### src/verilog/clrc_pkg.sv
// Shared constants and types for the compare, loop and return control unit
package clrc_pkg;

   typedef enum logic [3:0] {
      OP_CMPB_A    = 4'h0,
      OP_CMPW_A    = 4'h1,
      OP_CMPB_EA   = 4'h2,
      OP_CMPW_EA   = 4'h3,
      OP_DECB      = 4'h4,
      OP_DECW      = 4'h5,
      OP_TRAP_V8   = 4'h6,
      OP_TRAP_A16  = 4'h7,
      OP_TRAP_FAR  = 4'h8,
      OP_TRAP_NINE = 4'h9,
      OP_IRQ_EXIT  = 4'ha,
      OP_FAST_EXIT = 4'hb,
      OP_FRAME_SET = 4'hc,
      OP_FRAME_TD  = 4'hd,
      OP_SUB_WORD  = 4'he,
      OP_SUB_FAR   = 4'hf
   } clrc_op_t;

   typedef enum logic [1:0] {
      ST_IDLE = 2'b00,
      ST_MEM  = 2'b01,
      ST_CAP  = 2'b10,
      ST_WAIT = 2'b11
   } clrc_state_t;

   // Status word layout
   localparam int PS_I_BIT = 6;
   localparam int PS_S_BIT = 5;
   localparam int PS_N_BIT = 3;
   localparam int PS_Z_BIT = 2;
   localparam int PS_V_BIT = 1;
   localparam int PS_C_BIT = 0;

   // Branch timing classes, taken and not taken
   localparam logic [7:0] CYC_CLS1_TK  = 8'h04;
   localparam logic [7:0] CYC_CLS1_NT  = 8'h03;
   localparam logic [7:0] CYC_CLS2_TK  = 8'h05;
   localparam logic [7:0] CYC_CLS2_NT  = 8'h04;
   localparam logic [7:0] CYC_MEM1_TK  = 8'h05;
   localparam logic [7:0] CYC_MEM1_NT  = 8'h04;
   localparam logic [7:0] CYC_MEM2_TK  = 8'h06;
   localparam logic [7:0] CYC_MEM2_NT  = 8'h05;

   // Fixed counts of trap, return and frame forms
   localparam logic [7:0] CYC_TRAP_V8  = 8'h0d;
   localparam logic [7:0] CYC_TRAP_A16 = 8'h0e;
   localparam logic [7:0] CYC_TRAP_FAR = 8'h09;
   localparam logic [7:0] CYC_TRAP_NIN = 8'h0b;
   localparam logic [7:0] CYC_IRQ_EXIT = 8'h0b;
   localparam logic [7:0] CYC_FAST_EX  = 8'h06;
   localparam logic [7:0] CYC_FRAME_S  = 8'h06;
   localparam logic [7:0] CYC_FRAME_T  = 8'h05;
   localparam logic [7:0] CYC_SUB_WORD = 8'h04;
   localparam logic [7:0] CYC_SUB_FAR  = 8'h05;

   // Fast exit corrections: three byte plus two word, or six word
   localparam logic [7:0] FAST_B_MUL   = 8'h03;
   localparam logic [7:0] FAST_C_MUL   = 8'h02;
   localparam logic [7:0] FAST_RET_MUL = 8'h06;

   // Stack words moved by the context save and restore
   localparam logic [1:0] CTX_WORDS    = 2'd3;
   localparam logic [15:0] WORD_STEP   = 16'h0002;

   localparam logic [15:0] PS_RST      = 16'h0000;

endpackage

### src/verilog/clrc_alu.sv
// Compare and decrement arithmetic with flag generation
`timescale 1ns/100ps
module clrc_alu
   import clrc_pkg::*;
(
   input  wire logic        word_i,
   input  wire logic        dec_i,
   input  wire logic [15:0] opnd_i,
   input  wire logic [15:0] imm_i,
   output logic      [15:0] result_o,
   output logic             ne_o,
   output logic             n_o,
   output logic             z_o,
   output logic             v_o,
   output logic             c_o
);

   logic [16:0] diff;
   logic [15:0] subtr;
   logic [15:0] a;
   logic        sa;
   logic        sb;
   logic        sr;

   always_comb begin
      a      = word_i ? opnd_i : {8'h00, opnd_i[7:0]};
      subtr  = dec_i ? 16'h0001 : (word_i ? imm_i : {8'h00, imm_i[7:0]});
      diff   = {1'b0, a} - {1'b0, subtr};
      result_o = word_i ? diff[15:0] : {8'h00, diff[7:0]};
      sa     = word_i ? a[15] : a[7];
      sb     = word_i ? subtr[15] : subtr[7];
      sr     = word_i ? diff[15] : diff[7];
      n_o    = sr;
      z_o    = word_i ? (diff[15:0] == 16'h0000) : (diff[7:0] == 8'h00);
      // Signed overflow of a subtraction
      v_o    = (sa ^ sb) & (sa ^ sr);
      // Borrow out of the operand width
      c_o    = word_i ? diff[16] : (a[7:0] < subtr[7:0]);
      ne_o   = ~z_o;
   end

endmodule

### src/verilog/clrc_exec.sv
// Execution sequencer for compare-branch, loop, trap, frame and return forms
`timescale 1ns/100ps
// Functional notes
// RL1 - Byte compare of accumulator with imm8, branch if unequal, set NZVC
// RL2 - Word compare of accumulator with imm16, branch if unequal, set NZVC
// RL3 - Byte compare of register or memory with imm8, branch if unequal, NZVC
// RL4 - Word compare of register or memory with imm16, branch if unequal, NZVC
// RL5 - Byte decrement, write back, branch if nonzero; NZV updated, C kept
// RL6 - Word decrement, branch if nonzero; memory form is read-modify-write (here only the write is issued, the operand comes in on OPND_I)
// RL7 - Base timing class: four cycles taken, three not taken
// RL8 - Second timing class: five cycles taken, four not taken
// RL9 - Memory forms: 5/4 or 6/5 cycles plus addressing correction
// RL10 - Fast exit: 3 byte plus 2 word corrections on request, else six word
// RL11 - Fast exit with pending request jumps to vector, no unstack or restack
// RL12 - Frame setup pushes frame pointer, reloads it, reserves imm8 local area
// RL13 - Frame teardown restores frame pointer, frees locals, flags unchanged
// RL14 - Short return pops one word into program counter, flags unchanged
// RL15 - Far return pops long word into counter and bank, flags unchanged
// RL16 - Traps clear I and set S; interrupt exit restores flags from stack
module clrc_exec
   import clrc_pkg::*;
(
   input  wire logic        REF_CLK_I,
   input  wire logic        RSTN_I,
   input  wire logic        START_I,
   input  wire logic [3:0]  OP_I,
   input  wire logic        MEM_FORM_I,
   input  wire logic [15:0] OPND_I,
   input  wire logic [15:0] IMM_I,
   input  wire logic [7:0]  REL_I,
   input  wire logic [15:0] EA_I,
   input  wire logic [15:0] PC_I,
   input  wire logic [7:0]  PCB_I,
   input  wire logic [15:0] SP_I,
   input  wire logic [15:0] FP_I,
   input  wire logic [15:0] PS_I,
   input  wire logic [23:0] VECTOR_I,
   input  wire logic        IRQ_PEND_I,
   input  wire logic [3:0]  CORR_A_I,
   input  wire logic [3:0]  CORR_B_I,
   input  wire logic [3:0]  CORR_C_I,
   input  wire logic [3:0]  CORR_D_I,
   input  wire logic [15:0] MEM_RDATA_I,
   output logic             BUSY_O,
   output logic             DONE_O,
   output logic             TAKEN_O,
   output logic      [15:0] PC_O,
   output logic      [7:0]  PCB_O,
   output logic      [15:0] SP_O,
   output logic      [15:0] FP_O,
   output logic      [15:0] PS_O,
   output logic             REG_WE_O,
   output logic      [15:0] REG_WDATA_O,
   output logic             MEM_REQ_O,
   output logic             MEM_WR_O,
   output logic             MEM_BYTE_O,
   output logic      [15:0] MEM_ADDR_O,
   output logic      [15:0] MEM_WDATA_O
);

   clrc_op_t    op;
   clrc_state_t state_r, state_nxt;
   clrc_op_t    op_r, op_nxt;
   logic [7:0]  total_r, total_nxt;
   logic [7:0]  cnt_r, cnt_nxt;
   logic [1:0]  steps_r, steps_nxt;
   logic [1:0]  step_r, step_nxt;
   logic        taken_r, taken_nxt;
   logic        wide_r, wide_nxt;
   logic [15:0] res_r, res_nxt;
   logic [15:0] ea_r, ea_nxt;
   logic [15:0] sp_r, sp_nxt;
   logic [15:0] fp_r, fp_nxt;
   logic [15:0] ps_r, ps_nxt;
   logic [15:0] pc_r, pc_nxt;
   logic [7:0]  pcb_r, pcb_nxt;
   logic [15:0] pop_r [3];
   logic [15:0] pop_nxt [3];
   logic        busy_r, busy_nxt;
   logic        done_r, done_nxt;
   logic        tk_o_r, tk_o_nxt;
   logic [15:0] pc_o_r, pc_o_nxt;
   logic [7:0]  pcb_o_r, pcb_o_nxt;
   logic [15:0] sp_o_r, sp_o_nxt;
   logic [15:0] fp_o_r, fp_o_nxt;
   logic [15:0] ps_o_r, ps_o_nxt;
   logic        rwe_r, rwe_nxt;
   logic [15:0] rwd_r, rwd_nxt;
   logic        mreq_r, mreq_nxt;
   logic        mwr_r, mwr_nxt;
   logic        mbyte_r, mbyte_nxt;
   logic [15:0] maddr_r, maddr_nxt;
   logic [15:0] mwdata_r, mwdata_nxt;

   logic        alu_word;
   logic        alu_dec;
   logic [15:0] alu_res;
   logic        alu_ne;
   logic        alu_n;
   logic        alu_z;
   logic        alu_v;
   logic        alu_c;
   logic [15:0] target;

   function automatic logic [7:0] mul4(input logic [7:0] k, input logic [3:0] c);
      mul4 = 8'(k * {4'h0, c});
   endfunction

   function automatic logic [7:0] pick(input logic tk, input logic [7:0] t,
                                       input logic [7:0] n);
      pick = tk ? t : n;
   endfunction

   assign op       = clrc_op_t'(OP_I);
   assign alu_word = (op == OP_CMPW_A) || (op == OP_CMPW_EA) || (op == OP_DECW);
   assign alu_dec  = (op == OP_DECB) || (op == OP_DECW);
   assign target   = PC_I + {{8{REL_I[7]}}, REL_I};

   clrc_alu u_alu (
      .word_i   (alu_word),
      .dec_i    (alu_dec),
      .opnd_i   (OPND_I),
      .imm_i    (IMM_I),
      .result_o (alu_res),
      .ne_o     (alu_ne),
      .n_o      (alu_n),
      .z_o      (alu_z),
      .v_o      (alu_v),
      .c_o      (alu_c)
   );

   always_comb begin
      state_nxt  = state_r;
      op_nxt     = op_r;
      total_nxt  = total_r;
      cnt_nxt    = cnt_r + 8'h01;
      steps_nxt  = steps_r;
      step_nxt   = step_r;
      taken_nxt  = taken_r;
      wide_nxt   = wide_r;
      res_nxt    = res_r;
      ea_nxt     = ea_r;
      sp_nxt     = sp_r;
      fp_nxt     = fp_r;
      ps_nxt     = ps_r;
      pc_nxt     = pc_r;
      pcb_nxt    = pcb_r;
      pop_nxt    = pop_r;
      busy_nxt   = busy_r;
      done_nxt   = 1'b0;
      tk_o_nxt   = tk_o_r;
      pc_o_nxt   = pc_o_r;
      pcb_o_nxt  = pcb_o_r;
      sp_o_nxt   = sp_o_r;
      fp_o_nxt   = fp_o_r;
      ps_o_nxt   = ps_o_r;
      rwe_nxt    = 1'b0;
      rwd_nxt    = rwd_r;
      mreq_nxt   = 1'b0;
      mwr_nxt    = 1'b0;
      mbyte_nxt  = 1'b0;
      maddr_nxt  = maddr_r;
      mwdata_nxt = mwdata_r;
      unique case (state_r)
         ST_IDLE: begin
            cnt_nxt = 8'h01;
            if (START_I) begin
               op_nxt    = op;
               busy_nxt  = 1'b1;
               ea_nxt    = EA_I;
               sp_nxt    = SP_I;
               fp_nxt    = FP_I;
               ps_nxt    = PS_I;
               pc_nxt    = PC_I;
               pcb_nxt   = PCB_I;
               res_nxt   = alu_res;
               wide_nxt  = alu_word;
               taken_nxt = 1'b0;
               steps_nxt = 2'd0;
               step_nxt  = 2'd0;
               state_nxt = ST_WAIT;
               unique case (op)
                  OP_CMPB_A, OP_CMPW_A, OP_CMPB_EA, OP_CMPW_EA: begin
                     taken_nxt           = alu_ne; // [RL1] [RL2] [RL3] [RL4]
                     ps_nxt[PS_N_BIT]    = alu_n;
                     ps_nxt[PS_Z_BIT]    = alu_z;
                     ps_nxt[PS_V_BIT]    = alu_v;
                     ps_nxt[PS_C_BIT]    = alu_c;
                     if (alu_ne) begin
                        pc_nxt = target;
                     end
                     if (op == OP_CMPB_A || op == OP_CMPW_A) begin
                        total_nxt = pick(alu_ne, CYC_CLS1_TK, CYC_CLS1_NT); // [RL7]
                     end else if (!MEM_FORM_I) begin
                        total_nxt = (op == OP_CMPB_EA) ?
                                    pick(alu_ne, CYC_CLS1_TK, CYC_CLS1_NT) : // [RL7]
                                    pick(alu_ne, CYC_CLS2_TK, CYC_CLS2_NT); // [RL8]
                     end else if (op == OP_CMPB_EA) begin
                        total_nxt = pick(alu_ne, CYC_MEM1_TK, CYC_MEM1_NT)
                                    + {4'h0, CORR_A_I} + {4'h0, CORR_B_I}; // [RL9]
                     end else begin
                        total_nxt = pick(alu_ne, CYC_MEM2_TK, CYC_MEM2_NT)
                                    + {4'h0, CORR_A_I} + {4'h0, CORR_C_I}; // [RL9]
                     end
                  end
                  OP_DECB, OP_DECW: begin
                     taken_nxt        = ~alu_z; // [RL5] [RL6]
                     ps_nxt[PS_N_BIT] = alu_n;
                     ps_nxt[PS_Z_BIT] = alu_z;
                     ps_nxt[PS_V_BIT] = alu_v; // [RL5]
                     if (!alu_z) begin
                        pc_nxt = target;
                     end
                     if (MEM_FORM_I) begin
                        steps_nxt = 2'd1; // [RL6]
                        state_nxt = ST_MEM;
                        total_nxt = pick(~alu_z, CYC_MEM2_TK, CYC_MEM2_NT)
                                    + {4'h0, CORR_A_I}
                                    + mul4(8'h02, alu_word ? CORR_C_I : CORR_B_I); // [RL9]
                     end else begin
                        rwe_nxt   = 1'b1;
                        rwd_nxt   = alu_res; // [RL5]
                        total_nxt = pick(~alu_z, CYC_CLS2_TK, CYC_CLS2_NT); // [RL8]
                     end
                  end
                  OP_TRAP_V8, OP_TRAP_A16, OP_TRAP_FAR, OP_TRAP_NINE: begin
                     steps_nxt        = CTX_WORDS;
                     state_nxt        = ST_MEM;
                     taken_nxt        = 1'b1;
                     // Old context stays latched for the pushes, vector parked
                     ea_nxt           = VECTOR_I[15:0];
                     res_nxt          = {8'h00, VECTOR_I[23:16]};
                     unique case (op)
                        OP_TRAP_V8:  total_nxt = CYC_TRAP_V8;
                        OP_TRAP_A16: total_nxt = CYC_TRAP_A16;
                        OP_TRAP_FAR: total_nxt = CYC_TRAP_FAR;
                        default:     total_nxt = CYC_TRAP_NIN;
                     endcase
                     total_nxt = total_nxt + mul4(8'h08, CORR_C_I);
                  end
                  OP_IRQ_EXIT: begin
                     steps_nxt = CTX_WORDS;
                     state_nxt = ST_MEM;
                     taken_nxt = 1'b1;
                     total_nxt = CYC_IRQ_EXIT + mul4(FAST_RET_MUL, CORR_C_I);
                  end
                  OP_FAST_EXIT: begin
                     taken_nxt = 1'b1;
                     if (IRQ_PEND_I) begin
                        pc_nxt    = VECTOR_I[15:0]; // [RL11]
                        pcb_nxt   = VECTOR_I[23:16];
                        total_nxt = CYC_FAST_EX + mul4(FAST_B_MUL, CORR_B_I)
                                    + mul4(FAST_C_MUL, CORR_C_I); // [RL10]
                     end else begin
                        steps_nxt = CTX_WORDS;
                        state_nxt = ST_MEM;
                        total_nxt = CYC_FAST_EX + mul4(FAST_RET_MUL, CORR_C_I); // [RL10]
                     end
                  end
                  OP_FRAME_SET: begin
                     steps_nxt = 2'd1;
                     state_nxt = ST_MEM;
                     res_nxt   = FP_I; // [RL12]
                     fp_nxt    = SP_I - WORD_STEP; // [RL12]
                     sp_nxt    = SP_I - WORD_STEP - {8'h00, IMM_I[7:0]}; // [RL12]
                     total_nxt = CYC_FRAME_S + {4'h0, CORR_C_I};
                  end
                  OP_FRAME_TD: begin
                     steps_nxt = 2'd1;
                     state_nxt = ST_MEM;
                     sp_nxt    = FP_I + WORD_STEP; // [RL13]
                     total_nxt = CYC_FRAME_T + {4'h0, CORR_C_I};
                  end
                  OP_SUB_WORD: begin
                     steps_nxt = 2'd1;
                     state_nxt = ST_MEM;
                     taken_nxt = 1'b1;
                     sp_nxt    = SP_I + WORD_STEP; // [RL14]
                     total_nxt = CYC_SUB_WORD + {4'h0, CORR_C_I};
                  end
                  OP_SUB_FAR: begin
                     steps_nxt = 2'd2;
                     state_nxt = ST_MEM;
                     taken_nxt = 1'b1;
                     sp_nxt    = SP_I + WORD_STEP + WORD_STEP; // [RL15]
                     total_nxt = CYC_SUB_FAR + {4'h0, CORR_D_I};
                  end
               endcase
            end
         end
         ST_MEM: begin
            mreq_nxt  = 1'b1;
            state_nxt = ST_CAP;
            unique case (op_r)
               OP_DECB, OP_DECW: begin
                  mwr_nxt    = 1'b1; // [RL6]
                  mbyte_nxt  = ~wide_r;
                  maddr_nxt  = ea_r;
                  mwdata_nxt = res_r;
               end
               OP_TRAP_V8, OP_TRAP_A16, OP_TRAP_FAR, OP_TRAP_NINE: begin
                  mwr_nxt   = 1'b1;
                  maddr_nxt = sp_r - 16'({step_r, 1'b0} + 3'd2);
                  unique case (step_r)
                     2'd0:    mwdata_nxt = ps_r;
                     2'd1:    mwdata_nxt = {8'h00, pcb_r};
                     default: mwdata_nxt = pc_r;
                  endcase
               end
               OP_FRAME_SET: begin
                  mwr_nxt    = 1'b1;
                  maddr_nxt  = fp_r;
                  mwdata_nxt = res_r;
               end
               OP_FRAME_TD: begin
                  maddr_nxt = sp_r - WORD_STEP;
               end
               OP_SUB_WORD, OP_SUB_FAR: begin
                  maddr_nxt = sp_r - 16'({steps_r - step_r, 1'b0});
               end
               default: begin
                  maddr_nxt = sp_r + 16'({step_r, 1'b0});
               end
            endcase
         end
         ST_CAP: begin
            if (!mwr_r) begin
               pop_nxt[step_r] = MEM_RDATA_I;
            end
            step_nxt  = step_r + 2'd1;
            state_nxt = (step_r + 2'd1 == steps_r) ? ST_WAIT : ST_MEM;
         end
         ST_WAIT: begin
            if (cnt_r >= total_r) begin
               state_nxt = ST_IDLE;
               busy_nxt  = 1'b0;
               done_nxt  = 1'b1;
               tk_o_nxt  = taken_r;
               pc_o_nxt  = pc_r;
               pcb_o_nxt = pcb_r;
               sp_o_nxt  = sp_r;
               fp_o_nxt  = fp_r;
               ps_o_nxt  = ps_r;
               unique case (op_r)
                  OP_IRQ_EXIT: begin
                     pc_o_nxt  = pop_r[0];
                     pcb_o_nxt = pop_r[1][7:0];
                     ps_o_nxt  = pop_r[2]; // [RL16]
                     sp_o_nxt  = sp_r + 16'({CTX_WORDS, 1'b0});
                  end
                  OP_FAST_EXIT: begin
                     if (steps_r != 2'd0) begin
                        pc_o_nxt  = pop_r[0];
                        pcb_o_nxt = pop_r[1][7:0];
                        ps_o_nxt  = pop_r[2];
                        sp_o_nxt  = sp_r + 16'({CTX_WORDS, 1'b0});
                     end
                  end
                  OP_TRAP_V8, OP_TRAP_A16, OP_TRAP_FAR, OP_TRAP_NINE: begin
                     sp_o_nxt  = sp_r - 16'({CTX_WORDS, 1'b0});
                     pc_o_nxt  = ea_r;
                     pcb_o_nxt = res_r[7:0];
                     ps_o_nxt[PS_I_BIT] = 1'b0; // [RL16]
                     ps_o_nxt[PS_S_BIT] = 1'b1; // [RL16]
                  end
                  OP_FRAME_TD: fp_o_nxt = pop_r[0]; // [RL13]
                  OP_SUB_WORD: pc_o_nxt = pop_r[0]; // [RL14]
                  OP_SUB_FAR: begin
                     pc_o_nxt  = pop_r[0]; // [RL15]
                     pcb_o_nxt = pop_r[1][7:0];
                  end
                  default: ;
               endcase
            end
         end
      endcase
   end

   always_ff @(posedge REF_CLK_I) begin
      if (!RSTN_I) begin
         state_r  <= ST_IDLE;
         op_r     <= OP_CMPB_A;
         total_r  <= 8'h00;
         cnt_r    <= 8'h00;
         steps_r  <= 2'd0;
         step_r   <= 2'd0;
         taken_r  <= 1'b0;
         wide_r   <= 1'b0;
         res_r    <= 16'h0000;
         ea_r     <= 16'h0000;
         sp_r     <= 16'h0000;
         fp_r     <= 16'h0000;
         ps_r     <= PS_RST;
         pc_r     <= 16'h0000;
         pcb_r    <= 8'h00;
         pop_r    <= '{16'h0000, 16'h0000, 16'h0000};
         busy_r   <= 1'b0;
         done_r   <= 1'b0;
         tk_o_r   <= 1'b0;
         pc_o_r   <= 16'h0000;
         pcb_o_r  <= 8'h00;
         sp_o_r   <= 16'h0000;
         fp_o_r   <= 16'h0000;
         ps_o_r   <= PS_RST;
         rwe_r    <= 1'b0;
         rwd_r    <= 16'h0000;
         mreq_r   <= 1'b0;
         mwr_r    <= 1'b0;
         mbyte_r  <= 1'b0;
         maddr_r  <= 16'h0000;
         mwdata_r <= 16'h0000;
      end else begin
         state_r  <= state_nxt;
         op_r     <= op_nxt;
         total_r  <= total_nxt;
         cnt_r    <= cnt_nxt;
         steps_r  <= steps_nxt;
         step_r   <= step_nxt;
         taken_r  <= taken_nxt;
         wide_r   <= wide_nxt;
         res_r    <= res_nxt;
         ea_r     <= ea_nxt;
         sp_r     <= sp_nxt;
         fp_r     <= fp_nxt;
         ps_r     <= ps_nxt;
         pc_r     <= pc_nxt;
         pcb_r    <= pcb_nxt;
         pop_r    <= pop_nxt;
         busy_r   <= busy_nxt;
         done_r   <= done_nxt;
         tk_o_r   <= tk_o_nxt;
         pc_o_r   <= pc_o_nxt;
         pcb_o_r  <= pcb_o_nxt;
         sp_o_r   <= sp_o_nxt;
         fp_o_r   <= fp_o_nxt;
         ps_o_r   <= ps_o_nxt;
         rwe_r    <= rwe_nxt;
         rwd_r    <= rwd_nxt;
         mreq_r   <= mreq_nxt;
         mwr_r    <= mwr_nxt;
         mbyte_r  <= mbyte_nxt;
         maddr_r  <= maddr_nxt;
         mwdata_r <= mwdata_nxt;
      end
   end

   assign BUSY_O      = busy_r;
   assign DONE_O      = done_r;
   assign TAKEN_O     = tk_o_r;
   assign PC_O        = pc_o_r;
   assign PCB_O       = pcb_o_r;
   assign SP_O        = sp_o_r;
   assign FP_O        = fp_o_r;
   assign PS_O        = ps_o_r;
   assign REG_WE_O    = rwe_r;
   assign REG_WDATA_O = rwd_r;
   assign MEM_REQ_O   = mreq_r;
   assign MEM_WR_O    = mwr_r;
   assign MEM_BYTE_O  = mbyte_r;
   assign MEM_ADDR_O  = maddr_r;
   assign MEM_WDATA_O = mwdata_r;

endmodule

### config.mk
export PLATFORM = sky130hd
export DESIGN_NAME = clrc_exec
export DESIGN_NICKNAME = d
export VERILOG_FILES = /design/src/verilog/clrc_pkg.sv /design/src/verilog/clrc_alu.sv /design/src/verilog/clrc_exec.sv
export SDC_FILE = /design/constraint.sdc
export NUM_CORES = 1
export LEC_CHECK = 0
export BUFFER_PORTS_ARGS = -buffer_cell sky130_fd_sc_hd__buf_2
export CAP_MARGIN = 0
export CORE_ASPECT_RATIO = 1.2
export CORE_MARGIN = 1
export CORE_UTILIZATION = 45
export DETAILED_ROUTE_END_ITERATION = 16
export PLACE_DENSITY_LB_ADDON = 0.3
export SYNTH_ARGS = -nofsm -noshare
export SYNTH_HDL_FRONTEND = slang
export SYNTH_HIERARCHICAL = 1
export SYNTH_SLANG_ARGS = --single-unit
### constraint.sdc
create_clock -name REF_CLK_I -period 9.2 [get_ports REF_CLK_I]
set_input_delay 1.84 -clock REF_CLK_I [delete_from_list [all_inputs] [get_ports REF_CLK_I]]
set_output_delay 1.84 -clock REF_CLK_I [all_outputs]
set_load 0.005 [all_outputs]
==> summary.md, run 1 <==
| Metric | Value |
|---|---|
| Clock sinks | 299 |
| Yosys top cell by area | dfxtp_1 |
| Clock Power Share | 0.317 |
| Largest net degree at the start of global routing | 99 |
| Vias per inst | 6.274 |
| Net Count, Synth | 2960 |
| DRT iter0 DRCs | 2410 |
| Die Y | 233.9 um |
| Power per cell area | 175.9 nW/um^2 |
| Top cells by count, synth | 403 x nand2_1, 309 x a21oi_1, 299 x dfxtp_1 |
| PortBufs | 319 |
| Hold Violations, Final | 0 |
| Final period utilization | 0.8227 |
| Hold_buf cts | 0 |
| Gpl congestion | 1.023 |
| Post-route DRC | 0 |
| Share of layout cells above drive strength 1 | 0.1569 |
| Reg area | 5986 um^2 |
| Hold Crit Class | reg -> reg |
| Post-synth EDFFs | 0 |
| Peak VDD IR | around 0.17 mV |
| Gr ovfl total | 0 |
| Grt met3 use | 0.03711 |
| Status | finished clean |
| Drt pass-1 iters | 8 |
| Slew Limit Fails | 0 |
| Tmin final | about 7600 ps |
| CTS buffer count | 30 |
| Actual slew at the worst max-slew pin | 1265 ps |
| Max-cap viol count | 0 |
| Area grow syn2layout | 13.88% |
| Number of global-route vias before repair | 19833 |
| Slowest cell on the critical path | nor2b_1 |
| Antenna Nets Post-Route | 0 |
| Critical Path Sink Type | flip-flop |
| Seq/Total Area, Yosys | 0.2968 |
| Met1 Usage GRT | 0.4456 |
| WL final | 81760 um |
| Synth top area cells | dfxtp_1 30%, a21oi_1 7.7%, nand2_1 7.5% |
| Overall routing resource usage | 0.3467 |
| H-tree level count | 1 |
| Share of synthesized flip-flops with an asynchronous set or reset | 0 |
| Yosys warns | 6 |
| CTS resizes | 0 |
| Worst Path Max Fanout | 21 |
| Num rows | 84 |
| Hpwl dp | 63870 um |
| Seq cells post-synth | 299 |
| Overall power | between 4 and 5 mW |
| Sequential fraction of design power | 0.382 |
| Layout net count | ~3100 |
| First-pass GRT wire length | 121800 um |
| WL/cell | 24.08 um |
| R2r setup slk | 4980 ps |
| CTS tree | done |
| Top Ports | 320 |
| Root buffer cell | clkbuf_16 |
| Met2 Track Usage GR | 0.5731 |
| Worst endpoint required time | 9650 ps |
| Initial antenna violation count | 1 |
| Net Sw Power | 1.472 mW |
| Mapped Area | 20160 um^2 |
| Multi-input logic area | roughly 13000 um^2 |
| Sw Share | 0.3646 |
| P_int | ~2.6 mW |
| Top FF cell, synth | dfxtp_1 |
| Mapped Cells | 2635 |
| Top-count cell post-synth | nand2_1 |
| Maximum clock rate | 132.1 MHz |
| Via Count | about 21000 |
| Die area | 45660 um^2 |
| PnR worst setup slack | between 1500 and 2000 ps |
| GRT Max-Usage Layer | met2 |
| CP Class | in -> reg |
| Fillers | between 4000 and 5000 |
| Buffers & Inverters on Critical Path | 5 |
| Setup bufs post-CTS | 0 |
| CORE AREA | ~44000 um^2 |
| Initial core utilization | 0.4579 |
| Yosys top cell area share | 0.2968 |
| Final setup viols | 0 |
| DIE WIDTH | 195.2 um |
| Unrepaired setup endpoints after global routing | no |
| Setup_tns | 0 ps |
| CP startpoint kind | primary input |
| Util after Layout | 0.5215 |
| Cell variety after synth | a little under 90 |
| Comb pwr share | 0.301 |
| Critical Path AT | around 8000 ps |
| Clock Tree Buf Depth | 3 |
| Pleak | 9.330 nW |
| Clock Skew | between 15 and 20 ps |
| Worst path max stage delay | 670 ps |
| Top Family by Delay on Critical Path | compound AO/OA/AOI/OAI gates |
| Clk_lat worst skew | around 600 ps |
| Synthesized area per cell | 7.653 um^2 |
| Max-slew headroom | 0.1500 |
| Antenna cells | 0 |
| Pre-CTS WS | 1113 ps |
| Clock transition at path regs | around 70 ps |
## routing by layer
layer / share of wire / vias to the layer above
met3: 0.074 / 182
li1: - / 9969
met4: 0.056 / 2
met1: 0.41 / 10093
met5: 0.00013 / -
met2: 0.46 / 1059
## flip-flops by register name, indices dropped and copies added, names as in the netlist, 16 cells and up
register     cells
FP_O            16
MEM_ADDR_O      16
ps_r            16
MEM_WDATA_O     16
sp_r            16
SP_O            16
res_r           16
fp_r            16
pop_r           40
pc_r            16
REG_WDATA_O     16
PC_O            16
ea_r            16
PS_O            16
## kinds of logic (layout without fill, tap and decap cells)
| kind of cell | Yosys count | count (layout) | synth area share |
|---|---|---|---|
| and+or+nand+nor | 886 | 886 | 0.2036 |
| AOI/OAI and AO/OA | 867 | 867 | 0.2810 |
| DFF | 299 | 299 | 0.2968 |
| buffers and inverters | 281 | 483 | 0.05336 |
| adders and majority gates | 132 | 132 | 0.08824 |
| xor gates and xnor gates | 125 | 125 | 0.05429 |
| muxes | 45 | 45 | 0.02271 |
## per-stage QoR
step                      cell area, um^2  hold WS [ps]  instances
after CTS                           22960         455.1       3396
final                               22960         450.2       3396
after detailed placement            21940         446.5       3342
after floorplan                     20160         390.1       2635
after global placement              21940         442.1       3342
after global routing                22960         474.9       3396
## final cells by class
type	count	area share
Clock buffer	42	0.03814
Clock inverter	12	0.006429
Inverter	84	0.01395
Multi-Input combinational cell	2055	0.5723
Sequential cell	299	0.2607
Tap cell	559	0.03046
Timing Repair Buffer	345	0.07803
## worst register-to-register path, stage by stage (launching register included)
cell and delay, ps:
dfxtp_1 480, inv_1 130, ha_1 540, nor2b_1 640, inv_1 400, ha_1 480
a21oi_1 150, o211a_1 270, or2_2 340, xnor2_1 140, a221oi_1 450, nor2_1 90
## worst paths after layout
kind                                     start  cells past startpoint                            to
setup / recovery                       OP_I[2]                     26       total_r[2]$_SDFFE_PN0P_
setup reg to reg        step_r[0]$_SDFFE_PN0P_                     11    MEM_ADDR_O[8]$_SDFFE_PN0P_
hold reg to reg   MEM_WDATA_O[10]$_SDFFE_PN0P_                      2  MEM_WDATA_O[10]$_SDFFE_PN0P_
hold / removal    MEM_WDATA_O[10]$_SDFFE_PN0P_                      2  MEM_WDATA_O[10]$_SDFFE_PN0P_
## power by group through the flow
stage                     Combinational [mW]  Sequential, mW  Clock, mW
after global placement                  1.17            1.56          0
after floorplan                        0.842            1.47          0
after global routing                    1.33            1.54       1.34
after detailed placement                1.19            1.56          0
final                                   1.22            1.54       1.28
after CTS                               1.20            1.53       1.29
## cell usage in the layout (no fill, tap or decap), types with 11 or more instances in the layout
master and count:
inv_1 83, nor4_1 13, xor2_1 52, nand2_1 402, a211oi_1 92, nor3b_1 17, dfxtp_1 299, o211ai_1 45
and2_1 26, o21a_1 12, or2_2 13, buf_2 319, a311oi_1 45, a31oi_1 18, a221oi_1 45, buf_4 26
clkbuf_16 30, nand4_1 16, a21o_1 30, a21oi_1 309, nor2b_1 19, o31ai_1 11, nor3_1 37, fa_1 17
or3_1 13, and3_1 20, nand3_1 65, a22oi_1 16, a222oi_1 25, mux2i_1 39, o21ai_0 133, xnor2_1 73
nor2_1 172, nand2b_1 26, ha_1 115
Note: power is estimated with default switching activity, not from simulation.
==> inputs of run 2 (changes only) <==
==> constraint.sdc (replaced) <==
create_clock -name REF_CLK_I -period 6.38 [get_ports REF_CLK_I]
set_input_delay 1.276 -clock REF_CLK_I [delete_from_list [all_inputs] [get_ports REF_CLK_I]]
set_output_delay 1.276 -clock REF_CLK_I [all_outputs]
set_load 0.005 [all_outputs]
==> summary.md, run 2 (synthesized netlist as in run 1, its figures left out) <==
| Metric | Value |
|---|---|
| Initial antenna violation count | 1 |
| Status | finished clean |
| WL final | 83110 um |
| Hpwl dp | 64080 um |
| Final period utilization | 0.9165 |
| WL/cell | 24.10 um |
| CTS tree | done |
| Commonest non-fill, non-tap cell in the layout | nand2_1 |
| CP startpoint kind | primary input |
| Critical Path Sink Type | flip-flop |
| Tmin final | 5847 ps |
| CTS resizes | 0 |
| Number of global-route vias before repair | 19879 |
| CORE AREA | 44040 um^2 |
| Power per cell area | roughly 260 nW/um^2 |
| FF-to-FF path depth | 11 |
| Maximum clock rate | about 170 MHz |
| Area grow syn2layout | 16.43% |
| Setup bufs post-CTS | 0 |
| Final setup viols | 0 |
| Post-route DRC | 0 |
| PnR worst setup slack | 532.7 ps |
| DIE WIDTH | between 150 and 200 um |
| WHS | 451.0 ps |
| Clock Skew | 15.31 ps |
| Die Y | approximately 230 um |
| Unrepaired setup endpoints after global routing | no |
| Crit Reg-Reg Endpoint | MEM_ADDR_O[8]$_SDFFE_PN0P_ |
| DRT iter0 DRCs | between 2000 and 2500 |
| Root buffer cell | clkbuf_16 |
| Actual slew at the worst max-slew pin | 1301 ps |
| Num rows | 84 |
| Die area | 45660 um^2 |
| Pre-CTS WS | -21.57 ps |
| Via Count | 21542 |
| Finished layout cell area | between 20000 and 25000 um^2 |
| R2r startpoint | step_r[0]$_SDFFE_PN0P_ |
| Hold_buf cts | 0 |
| Fillers | 4262 |
| First-pass GRT wire length | 122200 um |
| Overall routing resource usage | 0.3504 |
| Hold Crit Class | reg -> reg |
| Worst endpoint required time | 6810 ps |
| CP Class | in -> reg |
| Top reg by flops | pop_r |
| Top Ports | 320 |
| Drt pass-1 iters | 11 |
| Clock Tree Buf Depth | 3 |
| Clk_lat worst skew | 600 ps |
| Antenna Nets Post-Route | 0 |
| Clock sinks | about 300 |
| Max-slew headroom | 0.1282 |
| Clock transition at path regs | 60 ps |
| Initial core utilization | 0.4579 |
| R2r setup slk | 2390 ps |
| Max-cap viol count | 0 |
| Slew Limit Fails | 0 |
| Largest net degree at the start of global routing | around 150 |
| Antenna cells | 0 |
| Vias per inst | 6.246 |
| Post-Place Cell Area | 22370 um^2 |
| Share of layout cells above drive strength 1 | 0.1744 |
| Max FFs per register | 40 |
| Critical path endpoint | total_r[5]$_SDFFE_PN0P_ |
| Critical Path AT | 6280 ps |
| Gr ovfl total | 0 |
| Worst Path Max Fanout | 7 |
| Peak VDD IR | 0.2204 mV |
| Hold Violations, Final | 0 |
| Pleak | 9.616 nW |
| Gpl congestion | 0.9926 |
| Most frequent cells in the layout | 401 x nand2_1, 319 x buf_2, 308 x a21oi_1 |
| Critical path startpoint | OP_I[1] |
| CTS buffer count | 30 |
| H-tree level count | 1 |
| PortBufs | 319 |
| Layout net count | between 3000 and 4000 |
[run 2: cell types whose count changed in the layout (fill, tap and decap cells not counted), sizes merged]
cell | previous run | this run
inv | 86 | 85
clkinv | 6 | 8
clkinvlp | 2 | 3
buf | 345 | 396
clkbuf | 42 | 38
bufinv | 2 | 6
[run 2: layout make-up]
class / count / area, um^2 / share of cell area
inverter: 84 / 322.8 / 0.01375
timing repair buffer: 396 / 2187 / 0.09316
clock buffer: 38 / 830.8 / 0.03539
tap: 559 / 699.4 / 0.02979
clock inverter: 18 / 280.3 / 0.01194
sequential: 299 / 5986 / 0.2550
multi-input combinational: 2055 / 13170 / 0.5610
[run 2: worst min path at each step]
stage,startpoint,end,slack [ps],cells past startpoint
6_report,MEM_WDATA_O[13]$_SDFFE_PN0P_,MEM_WDATA_O[13]$_SDFFE_PN0P_,450,2
3_3_place_gp,pop_r[1]$_SDFFE_PN0P_,pop_r[1]$_SDFFE_PN0P_,440,2
3_5_place_dp,MEM_WDATA_O[13]$_SDFFE_PN0P_,MEM_WDATA_O[13]$_SDFFE_PN0P_,440,2
2_1_floorplan,wide_r$_SDFFE_PN0P_,MEM_BYTE_O$_SDFF_PN0_,390,1
4_1_cts,MEM_WDATA_O[13]$_SDFFE_PN0P_,MEM_WDATA_O[13]$_SDFFE_PN0P_,450,2
5_1_grt,MEM_WDATA_O[13]$_SDFFE_PN0P_,MEM_WDATA_O[13]$_SDFFE_PN0P_,470,2
[run 2: stage by stage]
step | util | TNS, ps | power [mW] | instances
global route | 0.5331 | 0 | 6.266 | 3449
finish | 0.5331 | 0 | 6.022 | 3449
floorplan | - | 0 | 3.341 | 2635
CTS | 0.5331 | 0 | 5.991 | 3449
global placement | 0.5079 | 0 | 3.997 | 3393
detailed placement | 0.5079 | -32.88 | 4.019 | 3393
[run 2: power by group]
part / switching (mW) / internal (mW) / total [mW]
logic: 1.13 / 0.687 / 1.82
registers: 0.209 / 2.01 / 2.22
clock network: 0.815 / 1.17 / 1.99
total: 2.16 / 3.87 / 6.02
[run 2: worst max-delay path, stage by stage]
cell	delay [ps]
buf_2	130
a21oi_4	160
nand2_2	110
inv_4	70
nor2b_1	120
buf_4	160
nand2_1	70
ha_2	300
a21oi_4	170
o22ai_1	110
o311a_1	330
or4_4	500
a211oi_2	250
nand4b_1	230
a211o_1	360
buf_4	160
inv_1	110
fa_1	180
inv_1	40
ha_1	200
fa_1	410
a21o_1	170
nand3_1	70
o21ai_0	110
a221oi_1	350
a221oi_1	120
[run 2: per-layer routing]
layer | part of all wire | track usage
met1 | 0.41 | 0.4467
met2 | 0.46 | 0.5741
met3 | 0.077 | 0.05264
met4 | 0.054 | 0.1833
met5 | 0.00016 | 0
